--- config.mk ---
export PLATFORM = sky130hd
export DESIGN_NAME = serial_port0_uart
export DESIGN_NICKNAME = d
export VERILOG_FILES = /design/src/inc/serial_port0_pkg.sv /design/src/hw/serial_port0_uart.sv /design/src/hw/serial_rate_gen.sv
export SDC_FILE = /design/constraint.sdc
export NUM_CORES = 1
export LEC_CHECK = 0
export ABC_CLOCK_PERIOD_IN_PS = 3000
export BUFFER_PORTS_ARGS = -buffer_cell sky130_fd_sc_hd__buf_2
export CELL_PAD_IN_SITES_DETAIL_PLACEMENT = 0
export CELL_PAD_IN_SITES_GLOBAL_PLACEMENT = 1
export CORE_ASPECT_RATIO = 0.75
export CORE_MARGIN = 2
export CORE_UTILIZATION = 49
export DETAILED_ROUTE_END_ITERATION = 16
export GPL_TIMING_DRIVEN = 0
export PLACE_DENSITY_LB_ADDON = 0.1
export SLEW_MARGIN = 0
export SYNTH_ARGS = -nofsm -noshare
export SYNTH_HDL_FRONTEND = slang
export SYNTH_SLANG_ARGS = --single-unit
--- constraint.sdc ---
create_clock -name mclk_in -period 3 [get_ports mclk_in]
set_clock_uncertainty 0.15 [all_clocks]
set_input_delay 0.45 -clock mclk_in [delete_from_list [all_inputs] [get_ports mclk_in]]
set_output_delay 0.45 -clock mclk_in [all_outputs]
set_load 0.03 [all_outputs]
--- src/inc/serial_port0_pkg.sv ---
// Constants, types and functional notes for serial port 0.
// Functional notes
// - Modes: 00 sync, 01 10-bit variable, 10 11-bit fixed, 11 11-bit variable.
// - Control bit 7 is mode bit 0, or the frame error flag when selected.
// - Frame error flag is set when a received stop bit is invalid, only while frame error select is 1.
// - Modes 2/3 with multiprocessor bit: no receive flag when ninth bit is 0.
// - Mode 1 with multiprocessor bit: no receive flag without valid stop bit.
// - Mode 0 shift clock is oscillator/12, or /4 with multiprocessor bit.
// - Reception happens only while receive enable is 1.
// - Modes 2/3 send the software ninth bit as ninth data bit.
// - Received ninth bit: data bit 9 in modes 2/3, stop bit in mode 1.
// - Transmit flag set after bit 8 in mode 0, at stop start otherwise.
// - Receive flag set after bit 8 in mode 0, mid stop bit otherwise.
// - Buffer address reads receive data and writes transmit data.
// - An 8-bit slave address register holds this port's own address.
// - Serial interrupt needs both serial enable and global enable.
// - Global enable gates every source except the power-fail interrupt.
// - Address match checks masked bits only; a zero mask matches anything.
// - Baud doubler doubles the bit rate in modes 1, 2 and 3.
`default_nettype none
package serial_port0_pkg;
   localparam logic [7:0] ADDR_POWER_CONTROL = 8'h87;
   localparam logic [7:0] ADDR_SERIAL_CONTROL = 8'h98;
   localparam logic [7:0] ADDR_SERIAL_BUFFER = 8'h99;
   localparam logic [7:0] ADDR_IRQ_ENABLE = 8'ha8;
   localparam logic [7:0] ADDR_SLAVE_VALUE = 8'ha9;
   localparam logic [7:0] ADDR_SLAVE_MASK = 8'hb9;

   localparam int PC_BAUD_DOUBLER = 7;
   localparam int PC_FRAME_ERROR_SELECT = 6;
   localparam int IE_GLOBAL = 7;
   localparam int IE_SERIAL0 = 4;

   localparam logic [7:0] RST_SERIAL_CONTROL = 8'h00;
   localparam logic [7:0] RST_SERIAL_BUFFER = 8'h00;
   localparam logic [7:0] RST_IRQ_ENABLE = 8'h00;
   localparam logic [7:0] RST_SLAVE_VALUE = 8'h00;
   localparam logic [7:0] RST_SLAVE_MASK = 8'h00;
   localparam logic [7:0] READ_UNMAPPED = 8'h00;

   localparam logic [1:0] MODE_SYNC = 2'h0;
   localparam logic [1:0] MODE_VAR10 = 2'h1;
   localparam logic [1:0] MODE_FIXED11 = 2'h2;
   localparam logic [1:0] MODE_VAR11 = 2'h3;

   localparam int OVERSAMPLE = 16;
   localparam int SUB_W = $clog2(OVERSAMPLE);
   localparam int M0_DIV_SLOW = 12;
   localparam int M0_DIV_FAST = 4;
   localparam int M2_DIV = 64;
   localparam int M2_DIV_DBL = 32;
   localparam int M0_HALF_SLOW = M0_DIV_SLOW / 2;
   localparam int M0_HALF_FAST = M0_DIV_FAST / 2;
   localparam int DATA_BITS = 8;
   localparam int FRAME_BITS_10 = 10;
   localparam int FRAME_BITS_11 = 11;

   typedef enum logic [2:0] {
      TX_IDLE = 3'b001,
      TX_ASYNC = 3'b010,
      TX_SYNC = 3'b100
   } tx_state_e;

   typedef enum logic [2:0] {
      RX_IDLE = 3'b001,
      RX_START = 3'b010,
      RX_BITS = 3'b100
   } rx_state_e;

   typedef enum logic [6:0] {
      REG_NONE = 7'b0000001,
      REG_POWER = 7'b0000010,
      REG_CONTROL = 7'b0000100,
      REG_BUFFER = 7'b0001000,
      REG_IRQ_EN = 7'b0010000,
      REG_SLAVE_VAL = 7'b0100000,
      REG_SLAVE_MASK = 7'b1000000
   } reg_id_e;

   typedef struct packed {
      logic [7:0] addr;
      logic [7:0] wdata;
      logic wr;
      logic rd;
   } reg_req_s;
endpackage
`default_nettype wire

--- src/hw/serial_port0_uart.sv ---
// Serial port 0: control registers, transmitter and receiver.
`timescale 1ns/100ps
`default_nettype none
module serial_port0_uart
   import serial_port0_pkg::*;
(
   input wire logic mclk_in,
   input wire logic resetn_in,
   input wire reg_req_s reg_req_in,
   output logic [7:0] rdata_out,
   input wire logic rxd_in,
   output logic rxd_out,
   output logic rxd_oe_out,
   output logic txd_out,
   input wire logic rate_tick_in,
   input wire logic power_fail_irq_in,
   output logic serial_irq_out,
   output logic power_fail_req_out
);
   typedef struct packed {
      tx_state_e tx_st;
      rx_state_e rx_st;
      logic sm0;
      logic sm1;
      logic mp;
      logic ren;
      logic tb8;
      logic rb8;
      logic ti;
      logic ri;
      logic fe;
      logic fe_sel;
      logic dbl;
      logic [7:0] ie;
      logic [7:0] slave_match_value;
      logic [7:0] slave_match_mask;
      logic [7:0] rx_buf;
      logic [7:0] rdata;
      logic [10:0] tx_shift;
      logic [3:0] tx_idx;
      logic [SUB_W-1:0] tx_sub;
      logic m0_rx;
      logic m0_phase;
      logic [7:0] rx_shift;
      logic rx_ninth;
      logic [3:0] rx_idx;
      logic [SUB_W-1:0] rx_sub;
   } uart_s;

   localparam logic [SUB_W-1:0] SUB_LAST = SUB_W'(OVERSAMPLE - 1);
   localparam logic [SUB_W-1:0] SUB_HALF = SUB_W'(OVERSAMPLE / 2 - 1);
   localparam logic [3:0] DATA_LAST = 4'(DATA_BITS - 1);
   localparam logic [3:0] DATA_CNT = 4'(DATA_BITS);

   uart_s r;
   uart_s n;
   logic [1:0] mode;
   logic nine_bit;
   logic [3:0] stop_idx;
   logic samp_tick;
   logic sync_half;
   logic addr_match;
   reg_id_e wr_sel;
   reg_id_e rd_sel;

   function automatic reg_id_e reg_sel(input logic [7:0] addr);
      reg_id_e id;
      id = REG_NONE;
      if (addr == ADDR_POWER_CONTROL)
         id = REG_POWER;
      else if (addr == ADDR_SERIAL_CONTROL)
         id = REG_CONTROL;
      else if (addr == ADDR_SERIAL_BUFFER)
         id = REG_BUFFER;
      else if (addr == ADDR_IRQ_ENABLE)
         id = REG_IRQ_EN;
      else if (addr == ADDR_SLAVE_VALUE)
         id = REG_SLAVE_VAL;
      else if (addr == ADDR_SLAVE_MASK)
         id = REG_SLAVE_MASK;
      return id;
   endfunction

   assign mode = {r.sm0, r.sm1};
   assign nine_bit = r.sm0;
   assign stop_idx = nine_bit ? 4'(FRAME_BITS_11 - 1) :
      4'(FRAME_BITS_10 - 1);
   assign wr_sel = reg_sel(reg_req_in.addr);
   assign rd_sel = reg_sel(reg_req_in.addr);
   assign addr_match = ((r.rx_shift ^ r.slave_match_value) & r.slave_match_mask) == 8'h00;

   serial_rate_gen #(
      .SAMPLES(OVERSAMPLE)
   ) u_rate (
      .mclk_in(mclk_in),
      .resetn_in(resetn_in),
      .mode_in(mode),
      .fast_sync_in(r.mp),
      .doubler_in(r.dbl),
      .rate_tick_in(rate_tick_in),
      .sync_run_in(r.tx_st == TX_SYNC),
      .samp_tick_out(samp_tick),
      .sync_half_out(sync_half)
   );

   always_comb
   begin
      n = r;
      n.rdata = READ_UNMAPPED;

      if (reg_req_in.rd)
      begin
         unique case (rd_sel)
            REG_POWER: n.rdata = {r.dbl, r.fe_sel, 6'h00};
            // Bit 7 shows the error flag or mode bit 0.
            REG_CONTROL: n.rdata = {r.fe_sel ? r.fe : r.sm0, r.sm1, r.mp,
               r.ren, r.tb8, r.rb8, r.ti, r.ri};
            REG_BUFFER: n.rdata = r.rx_buf;
            REG_IRQ_EN: n.rdata = r.ie;
            REG_SLAVE_VAL: n.rdata = r.slave_match_value;
            REG_SLAVE_MASK: n.rdata = r.slave_match_mask;
            REG_NONE: n.rdata = READ_UNMAPPED;
         endcase
      end

      if (reg_req_in.wr)
      begin
         unique case (wr_sel)
            REG_POWER:
            begin
               n.dbl = reg_req_in.wdata[PC_BAUD_DOUBLER];
               n.fe_sel = reg_req_in.wdata[PC_FRAME_ERROR_SELECT];
            end
            REG_CONTROL:
            begin
               // Only these writes clear the flags.
               if (r.fe_sel)
                  n.fe = reg_req_in.wdata[7];
               else
                  n.sm0 = reg_req_in.wdata[7];
               n.sm1 = reg_req_in.wdata[6];
               n.mp = reg_req_in.wdata[5];
               n.ren = reg_req_in.wdata[4];
               n.tb8 = reg_req_in.wdata[3];
               n.rb8 = reg_req_in.wdata[2];
               n.ti = reg_req_in.wdata[1];
               n.ri = reg_req_in.wdata[0];
            end
            REG_IRQ_EN: n.ie = reg_req_in.wdata;
            REG_SLAVE_VAL: n.slave_match_value = reg_req_in.wdata;
            REG_SLAVE_MASK: n.slave_match_mask = reg_req_in.wdata;
            REG_BUFFER: n.tx_idx = r.tx_idx;
            REG_NONE: n.tx_idx = r.tx_idx;
         endcase
      end

      unique case (r.tx_st)
         TX_IDLE:
         begin
            n.tx_idx = 4'h0;
            n.tx_sub = '0;
            n.m0_phase = 1'b0;
            if (reg_req_in.wr && wr_sel == REG_BUFFER)
            begin
               // A buffer write launches one frame.
               if (mode == MODE_SYNC)
               begin
                  n.tx_st = TX_SYNC;
                  n.m0_rx = 1'b0;
                  n.tx_shift = {3'h7, reg_req_in.wdata};
               end
               else
               begin
                  n.tx_st = TX_ASYNC;
                  // Ninth bit from software in 11-bit frames.
                  n.tx_shift = {1'b1, nine_bit ? r.tb8 : 1'b1,
                     reg_req_in.wdata, 1'b0};
               end
            end
            else if (mode == MODE_SYNC && r.ren && !r.ri)
            begin
               n.tx_st = TX_SYNC;
               n.m0_rx = 1'b1;
            end
         end
         TX_ASYNC:
         begin
            if (samp_tick)
            begin
               if (r.tx_sub == SUB_LAST)
               begin
                  n.tx_sub = '0;
                  n.tx_shift = {1'b1, r.tx_shift[10:1]};
                  n.tx_idx = r.tx_idx + 4'h1;
                  if (r.tx_idx + 4'h1 == stop_idx)
                     n.ti = 1'b1;
                  if (r.tx_idx == stop_idx)
                     n.tx_st = TX_IDLE;
               end
               else
                  n.tx_sub = r.tx_sub + 1'b1;
            end
         end
         TX_SYNC:
         begin
            if (r.m0_rx && !r.ren)
               n.tx_st = TX_IDLE;
            else if (sync_half)
            begin
               if (!r.m0_phase)
               begin
                  n.m0_phase = 1'b1;
                  if (r.m0_rx)
                     n.rx_shift = {rxd_in, r.rx_shift[7:1]};
               end
               else
               begin
                  n.m0_phase = 1'b0;
                  n.tx_idx = r.tx_idx + 4'h1;
                  if (!r.m0_rx)
                     n.tx_shift = {1'b1, r.tx_shift[10:1]};
                  if (r.tx_idx == DATA_LAST)
                  begin
                     n.tx_st = TX_IDLE;
                     if (r.m0_rx)
                     begin
                        n.rx_buf = r.rx_shift;
                        n.ri = 1'b1;
                     end
                     else
                        n.ti = 1'b1;
                  end
               end
            end
         end
         default:
            n.tx_st = TX_IDLE;
      endcase

      unique case (r.rx_st)
         RX_IDLE:
         begin
            n.rx_sub = '0;
            n.rx_idx = 4'h0;
            if (r.ren && mode != MODE_SYNC && samp_tick && !rxd_in)
               n.rx_st = RX_START;
         end
         RX_START:
         begin
            if (!r.ren)
               n.rx_st = RX_IDLE;
            else if (samp_tick)
            begin
               if (r.rx_sub == SUB_HALF)
               begin
                  n.rx_sub = '0;
                  n.rx_st = rxd_in ? RX_IDLE : RX_BITS;
               end
               else
                  n.rx_sub = r.rx_sub + 1'b1;
            end
         end
         RX_BITS:
         begin
            if (!r.ren)
               n.rx_st = RX_IDLE;
            else if (samp_tick)
            begin
               if (r.rx_sub == SUB_LAST)
               begin
                  n.rx_sub = '0;
                  n.rx_idx = r.rx_idx + 4'h1;
                  if (r.rx_idx < DATA_CNT)
                     n.rx_shift = {rxd_in, r.rx_shift[7:1]};
                  else if (r.rx_idx == DATA_CNT && nine_bit)
                     n.rx_ninth = rxd_in;
                  else
                  begin
                     // Middle of the stop bit ends the frame.
                     n.rx_st = RX_IDLE;
                     if (r.fe_sel && !rxd_in)
                        n.fe = 1'b1;
                     if (!nine_bit)
                     begin
                        if (!(r.mp && !rxd_in))
                        begin
                           n.rx_buf = r.rx_shift;
                           n.rb8 = rxd_in;
                           n.ri = 1'b1;
                        end
                     end
                     else if (!r.mp ||
                        (r.rx_ninth && addr_match))
                     begin
                        n.rx_buf = r.rx_shift;
                        n.rb8 = r.rx_ninth;
                        n.ri = 1'b1;
                     end
                  end
               end
               else
                  n.rx_sub = r.rx_sub + 1'b1;
            end
         end
         default:
            n.rx_st = RX_IDLE;
      endcase
   end

   always_ff @(posedge mclk_in or negedge resetn_in)
   begin
      if (!resetn_in)
      begin
         r <= '0;
         r.tx_st <= TX_IDLE;
         r.rx_st <= RX_IDLE;
         r.tx_shift <= 11'h7ff;
         {r.sm0, r.sm1, r.mp, r.ren, r.tb8, r.rb8, r.ti, r.ri} <=
            RST_SERIAL_CONTROL;
         r.rx_buf <= RST_SERIAL_BUFFER;
         r.ie <= RST_IRQ_ENABLE;
         r.slave_match_value <= RST_SLAVE_VALUE;
         r.slave_match_mask <= RST_SLAVE_MASK;
      end
      else
         r <= n;
   end

   assign rdata_out = r.rdata;
   assign rxd_out = r.tx_shift[0];
   assign rxd_oe_out = (r.tx_st == TX_SYNC) && !r.m0_rx;
   assign txd_out = (r.tx_st == TX_SYNC) ? r.m0_phase : r.tx_shift[0];
   // Serial request needs both enables; power-fail is never masked.
   assign serial_irq_out = r.ie[IE_GLOBAL] && r.ie[IE_SERIAL0] &&
      (r.ri || r.ti);
   assign power_fail_req_out = power_fail_irq_in;
endmodule
`default_nettype wire

--- src/hw/serial_rate_gen.sv ---
// Sample and shift tick generator for serial port 0.
`timescale 1ns/100ps
`default_nettype none
module serial_rate_gen
   import serial_port0_pkg::*;
#(
   parameter int SAMPLES = OVERSAMPLE
)
(
   input wire logic mclk_in,
   input wire logic resetn_in,
   input wire logic [1:0] mode_in,
   input wire logic fast_sync_in,
   input wire logic doubler_in,
   input wire logic rate_tick_in,
   input wire logic sync_run_in,
   output logic samp_tick_out,
   output logic sync_half_out
);
   localparam int DIV_W = $clog2(M2_DIV);

   typedef struct packed {
      logic [DIV_W-1:0] cnt;
      logic pre;
   } gen_s;

   gen_s r;
   gen_s nxt;
   logic [DIV_W-1:0] lim;

   generate
      if (SAMPLES < 2 || (M2_DIV_DBL % SAMPLES) != 0)
      begin : g_bad
         $error("SAMPLES must divide the fast mode 2 divisor");
      end
   endgenerate

   always_comb
   begin
      nxt = r;
      samp_tick_out = 1'b0;
      sync_half_out = 1'b0;
      lim = '0;
      unique case (mode_in)
         MODE_SYNC:
         begin
            // Shift clock half periods.
            lim = fast_sync_in ? DIV_W'(M0_HALF_FAST - 1) :
               DIV_W'(M0_HALF_SLOW - 1);
            if (!sync_run_in)
               nxt.cnt = '0;
            else if (r.cnt == lim)
            begin
               nxt.cnt = '0;
               sync_half_out = 1'b1;
            end
            else
               nxt.cnt = r.cnt + 1'b1;
         end
         MODE_FIXED11:
         begin
            // Fixed rate, halved divisor when doubled.
            lim = doubler_in ? DIV_W'(M2_DIV_DBL / SAMPLES - 1) :
               DIV_W'(M2_DIV / SAMPLES - 1);
            if (r.cnt >= lim)
            begin
               nxt.cnt = '0;
               samp_tick_out = 1'b1;
            end
            else
               nxt.cnt = r.cnt + 1'b1;
         end
         default:
         begin
            // External rate tick, every other one unless doubled.
            nxt.cnt = '0;
            if (rate_tick_in)
            begin
               nxt.pre = ~r.pre;
               samp_tick_out = doubler_in | r.pre;
            end
         end
      endcase
   end

   always_ff @(posedge mclk_in or negedge resetn_in)
   begin
      if (!resetn_in)
         r <= '0;
      else
         r <= nxt;
   end
endmodule
`default_nettype wire

==> metrics, run 1 <==
Die Span X=125 um; ant diodes=0; Rows=33; main flop type after synthesis=dfrtp_1; Synthesis Warnings=0; grt ovf=0; Initial Util=49.8%; cts repair resizes=0; TritonCTS clock tree=done; total track usage=22.5%; largest area contributor in the netlist=dfrtp_1; CP Class=register to register; setup TNS=0 ps; synthesized area per cell=10.8 um2; final wirelength=12,700 um; Peak Freq=356 MHz; DIE AREA=11,900 um2; largest cells by area after synthesis=dfrtp_1 (41%), mux2_2 (14%), dfstp_2 (5.8%); die height=95.0 um; Slowest-stage cell, CP=dfrtp_1; Least-Margin Pin Slew=762 ps; DR pass1 iterations=7; Clock Tree Buf Depth=2; status=finished clean; most common cell after layout, fill and taps aside=dfrtp_1; Num CTS Buffers=9; WP data required=3080 ps; Rel. slew slack=49.0%; IO Count=36; Final Max Tran Viols=0; DPL Wire Length=9260 um; first-pass GRT wire length=20,600 um; Crit. End Element=register; routability congestion estimate=0.796; Critical Path AT=2880 ps; drt drc=0; Syn-to-layout area delta=12.3%; commonest non-fill, non-tap cells in the layout=dfrtp_1 (89), mux2_2 (68), nand2_1 (61), buf_2 (37), nor2_1 (26); HP Class=primary input to async pin; largest net degree at the start of global routing=56; RSZ-0062 raised after global routing=false; pwr dens=526 nW/um2; # Post-CTS Setup Buffers=0; vias in the first global route=3,803; Post-synth ARST share=100%; Yosys cell types=71; fin area=6070 um2; P_leak=2.82 nW; I/O Buffers=33; maxcap violations=0; number of synthesized register bits=101; fin crit share=93.6%; Routed WL per cell=18.4 um; worst ir drop on vdd=0.000309 V; via count=4,000; crit-path max cell delay=410 ps; Final Util=55.9%; H-tree depth=3; total power=0.00319 W; DR vias/cell=5.80; synthesized instance count=500; worst-skew pair later-pin latency=350 ps; crit-path cells=ha_1 -> a211o_1 -> o21ai_4 -> a21oi_1 -> o2111ai_1 -> nor2b_1 -> buf_2 -> mux2_2; layout cells sized above 1=30.0%; crit-path max FO=8; CTS sink cnt=101; Core Box Area=10,900 um2; final worst slack=193 ps; CP Launch Type=register; antenna viol nets, final=0; initial DRC count=299; sequential fraction of the synthesis area=47.0%; dpl ws=225 ps; initial antenna violation count=0; Final Critical Period=2810 ps; final net count=576; post-placement cell area=5780 um2; hold buffers post-CTS=0; # setup viols final=0; Post-synth EDFFs=0; CTS root buf=clkbuf_16; post-synth top area share=41.2%; Syn Nets=531; Worst-path clk slew=70 ps; Syn Std Cell Area=5410 um2; final hold violation count=0
-- report_power, final --
group	internal [W]	total [W]	switching [W]
Combinational	0.000198	0.000445	0.000247
Sequential	0.00151	0.00158	0.0000656
Clock	0.000653	0.00117	0.000520
-- final cells by class --
| class | count | area, um2 |
|---|---|---|
| Tap cell | 140 | 175 |
| Inverter | 8 | 30.0 |
| Buffer | 30 | 196 |
| Sequential cell | 101 | 2540 |
| Multi-Input combinational cell | 361 | 2640 |
| Clock inverter | 5 | 61.3 |
| Fill cell | 956 | 4790 |
| Timing Repair Buffer | 34 | 195 |
| Clock buffer | 11 | 233 |
-- through the flow --
stage | cells | hold slack, ps
3_3_place_gp | 673 | 312
6_report | 690 | 28.6
3_5_place_dp | 674 | 318
4_1_cts | 690 | 54.2
5_1_grt | 690 | 82.5
2_1_floorplan | 500 | 4.41
-- state kept, by name, summed over array words and instances (netlist names) --
register	cells
r	83
nine_bit	1
mode	1
rxd_out	1
rdata_out	8
u_rate.r	7
-- cell usage after synthesis (2+ instances only) --
library cell,n
nand3_1,14
o31ai_1,2
nand4b_1,4
a21o_1,2
dfrtp_1,89
nand3b_1,3
nor2b_1,7
o21ai_0,24
mux2_2,68
o311ai_0,3
buf_6,2
mux2i_1,13
a31o_2,2
a22oi_1,8
xor2_1,13
buf_4,11
clkbuf_1,7
or2_2,3
and3_1,7
nor4b_1,2
a21oi_1,19
dfstp_2,12
ha_1,8
nand2b_1,5
nor3_1,4
o22ai_1,2
inv_1,8
a211o_1,3
dlygate4sd1_1,2
nand4_1,4
nand2_1,61
nor2_1,26
xnor2_1,3
a222oi_1,8
a211oi_1,3
a21boi_0,3
nor3b_1,6
buf_2,5
or3b_2,2
-- worst paths after layout --
kind	start	endpoint	slack (ps)	depth (start not counted)
worst min register to register	u_rate.r[0]$_DFFE_PN0P_	u_rate.r[0]$_DFFE_PN0P_	340	1
worst min-delay path	resetn_in	r[22]$_DFFE_PN0P_	30	1
min in group mclk_in	reg_req_in[0]	rdata_out[6]$_DFF_PN0_	230	2
worst max register to register	u_rate.r[2]$_DFF_PN0_	r[53]$_DFF_PN0_	190	8
worst max-delay path	u_rate.r[2]$_DFF_PN0_	r[53]$_DFF_PN0_	190	8
max in group asynchronous	resetn_in	rxd_out$_DFFE_PN1P_	1950	2
-- layer usage --
metal,global-route usage (%),vias up,share of wire (%)
li1,-,1904,-
met1,34.3,1981,52
met2,33.0,100,42
met3,4.53,15,4.6
met4,5.56,0,1.2
met5,0,-,0
-- cell families (layout without fill, tap and decap cells) --
| kind of cell | count (synthesis) | in the layout | share of synthesized area (%) |
|---|---|---|---|
| and+or+nand+nor | 160 | 160 | 15.2 |
| xor gates and xnor gates | 16 | 16 | 2.59 |
| AOI/OAI and AO/OA | 96 | 96 | 12.6 |
| muxes | 81 | 81 | 16.6 |
| DFF | 101 | 101 | 47.0 |
| adders and majority gates | 8 | 8 | 1.85 |
| buffers and inverters | 38 | 88 | 4.19 |
-- worst max-delay path, delay by kind of cell (launching register included) --
family                   cells  cell delay, ps
multiplexers                 1             370
adder cells (fa/ha/maj)      1             300
flip-flops                   1             410
buffers and inverters        1             280
AO/OA/AOI/OAI                4            1010
AND/OR/NAND/NOR              1             160
Note: power is estimated with default switching activity, not from simulation.
==> run 2: changes to the inputs <==
Settings changed: BUFFER_PORTS_ARGS -buffer_cell sky130_fd_sc_hd__buf_2 to default, CORE_UTILIZATION 49 to 50, DONT_BUFFER_PORTS from default to 1.
==> metrics, run 2 (synthesis results as in run 1) <==
Hold Crit Endpoint=r[90]$_DFFE_PN0P_; pwr dens=532 nW/um2 (was 526 nW/um2); Critical Path AT=2920 ps (was 2880 ps); I/O Buffers=0 (was 33); reg2reg start=u_rate.r[2]$_DFF_PN0_ (unchanged); ant diodes=0 (unchanged); Crit Reg-Reg Endpoint=rxd_out$_DFFE_PN1P_ (was r[53]$_DFF_PN0_); CTS root buf=clkbuf_16 (unchanged); reg2reg path depth=9 (was 8); worst hold stages=1; Biggest register=r (unchanged); layout cells sized above 1=25.9% (was 30.0%); RSZ-0062 raised after global routing=false (unchanged); drt drc=0 (unchanged); Initial Util=51.9% (was 49.8%); setup TNS=0 ps (unchanged); Slowest-stage cell, CP=nor4b_1 (was dfrtp_1); crit-path cells=inv_1 -> ha_1 -> nor4b_1 -> nand4_1 -> nor2_1 -> or3b_1 -> buf_6 -> o211ai_4 -> mux2_2 (was ha_1 -> a211o_1 -> o21ai_4 -> a21oi_1 -> o2111ai_1 -> nor2b_1 -> buf_2 -> mux2_2); antenna viol nets, final=0 (unchanged); layout filler cell count=928 (was 956); worst-skew pair later-pin latency=350 ps (about the same); gr busiest metal=met1 (unchanged); total track usage=23.5% (was 22.5%); # setup viols final=0 (unchanged); die height=94.1 um (was 95.0 um); Num CTS Buffers=9 (unchanged); Clock Tree Buf Depth=2 (unchanged); DIE AREA=11,700 um2 (was 11,900 um2); crit-path max FO=10 (was 8); IO Count=36 (unchanged); Crit. End Element=register (unchanged); final wirelength=12,700 um (about the same); DR vias/cell=5.91 (was 5.80); WP data required=3120 ps (was 3080 ps); final hold violation count=0 (unchanged); commonest non-fill, non-tap cells in the layout=dfrtp_1 (89), mux2_2 (68), nand2_1 (61), nor2_1 (26), o21ai_0 (24) (was dfrtp_1 (89), mux2_2 (68), nand2_1 (61), buf_2 (37), nor2_1 (26)); initial antenna violation count=0 (unchanged); CP Class=register to register (unchanged); M3 GR Usage=4.73% (was 4.53%); Final Critical Period=2800 ps (was 2810 ps); crit-path max cell delay=500 ps (was 410 ps); DR pass1 iterations=8 (was 7); status=finished clean (unchanged); Syn-to-layout area delta=9.35% (was 12.3%); fin crit share=93.2% (was 93.6%); Routed WL per cell=19.5 um (was 18.4 um); Final Max Tran Viols=0 (unchanged); initial DRC count=304 (was 299); most common cell after layout, fill and taps aside=dfrtp_1 (unchanged); worst ir drop on vdd=0.000287 V (was 0.000309 V); # Post-CTS Setup Buffers=0 (unchanged); Die Span X=124 um (was 125 um); final net count=544 (was 576); GR met2 Demand/Resource=32.7% (was 33.0%); Rel. slew slack=49.1% (was 49.0%); CP Launch Type=register (unchanged); CTS sink cnt=101 (unchanged); routability congestion estimate=0.833 (was 0.796); R2R setup slack=200 ps (was 190 ps); WHS=80.5 ps (was 28.6 ps); Rows=32 (was 33); via count=3,866 (was 4,000); maxcap violations=0 (unchanged); first-pass GRT wire length=20,500 um (was 20,600 um); Core Box Area=10,400 um2 (was 10,900 um2); vias in the first global route=3,794 (was 3,803); Least-Margin Pin Slew=760 ps (was 762 ps); worst hold start=rxd_in; number of flip-flops under the largest register name=83 (unchanged); H-tree depth=3 (unchanged); P_leak=2.68 nW (was 2.82 nW); DPL Wire Length=9040 um (was 9260 um); Worst-path clk slew=70 ps (about the same); HP Class=primary input to register (was primary input to async pin); largest net degree at the start of global routing=102 (was 56); Peak Freq=358 MHz (was 356 MHz); grt ovf=0 (unchanged); GRT met1 Usage=37.3% (was 34.3%); TritonCTS clock tree=done (unchanged)
-- run 2: how the worst max path moves through the flow --
stage	startpoint	endpoint	depth (start not counted)
final	u_rate.r[2]$_DFF_PN0_	rxd_out$_DFFE_PN1P_	9
after detailed placement	r[78]$_DFFE_PN0P_	r[49]$_DFF_PN0_	8
after global placement	r[78]$_DFFE_PN0P_	r[53]$_DFF_PN0_	8
after floorplan	u_rate.r[2]$_DFF_PN0_	r[28]$_DFFE_PN1P_	8
after CTS	r[78]$_DFFE_PN0P_	r[50]$_DFF_PN0_	8
after global routing	u_rate.r[2]$_DFF_PN0_	r[49]$_DFF_PN0_	8
-- run 2: worst max-delay path: cells and delay by family (launching register included) --
family | cells | cell delay (ps)
flip-flops | 1 | 410
adder cells (fa/ha/maj) | 1 | 140
multiplexers | 1 | 330
AND/OR/NAND/NOR | 4 | 1340
AO/OA/AOI/OAI | 1 | 170
buffers and inverters | 2 | 200
-- run 2: what timing repair did --
item                                   4_1_cts  5_1_grt
hold buffers                                 2        0
gates resized for setup                      0        1
endpoints found under the hold margin      101        0
setup endpoints to repair                    0        1
-- run 2: per-layer routing --
metal / vias up / routed length, um / part of all wire, %
li1: 1843 / - / -
met1: 1944 / 6840 / 54
met5: - / 0 / 0
met2: 71 / 5260 / 41
met4: 0 / 96 / 0.75
met3: 8 / 543 / 4.3
-- run 2: cell type report --
cell class | instances | area [um2] | area share, %
buffer | 30 | 196 | 3.32
clock buffer | 10 | 229 | 3.87
clock inverter | 6 | 62.6 | 1.06
inverter | 8 | 30.0 | 0.508
multi-input combinational | 361 | 2650 | 44.7
sequential | 101 | 2540 | 43.0
tap | 136 | 170 | 2.88
timing repair buffer | 2 | 37.5 | 0.635
-- run 2: stage by stage --
stage | worst slack [ps] | util, % | cell area (um2) | total power (W) | instances
after detailed placement | 199 | 53.6 | 5580 | 0.00197 | 636
after global placement | 229 | 53.6 | 5580 | 0.00195 | 636
after global routing | 69.8 | 56.8 | 5910 | 0.00327 | 654
final | 203 | 56.8 | 5910 | 0.00314 | 654
after floorplan | 490 | - | 5410 | 0.00189 | 500
after CTS | 183 | 56.7 | 5910 | 0.00318 | 654
-- run 2: power by group --
| part | total (W) | internal, W | switching, W |
|---|---|---|---|
| logic | 0.000387 | 0.000179 | 0.000207 |
| registers | 0.00159 | 0.00151 | 0.0000805 |
| clock network | 0.00117 | 0.000648 | 0.000519 |
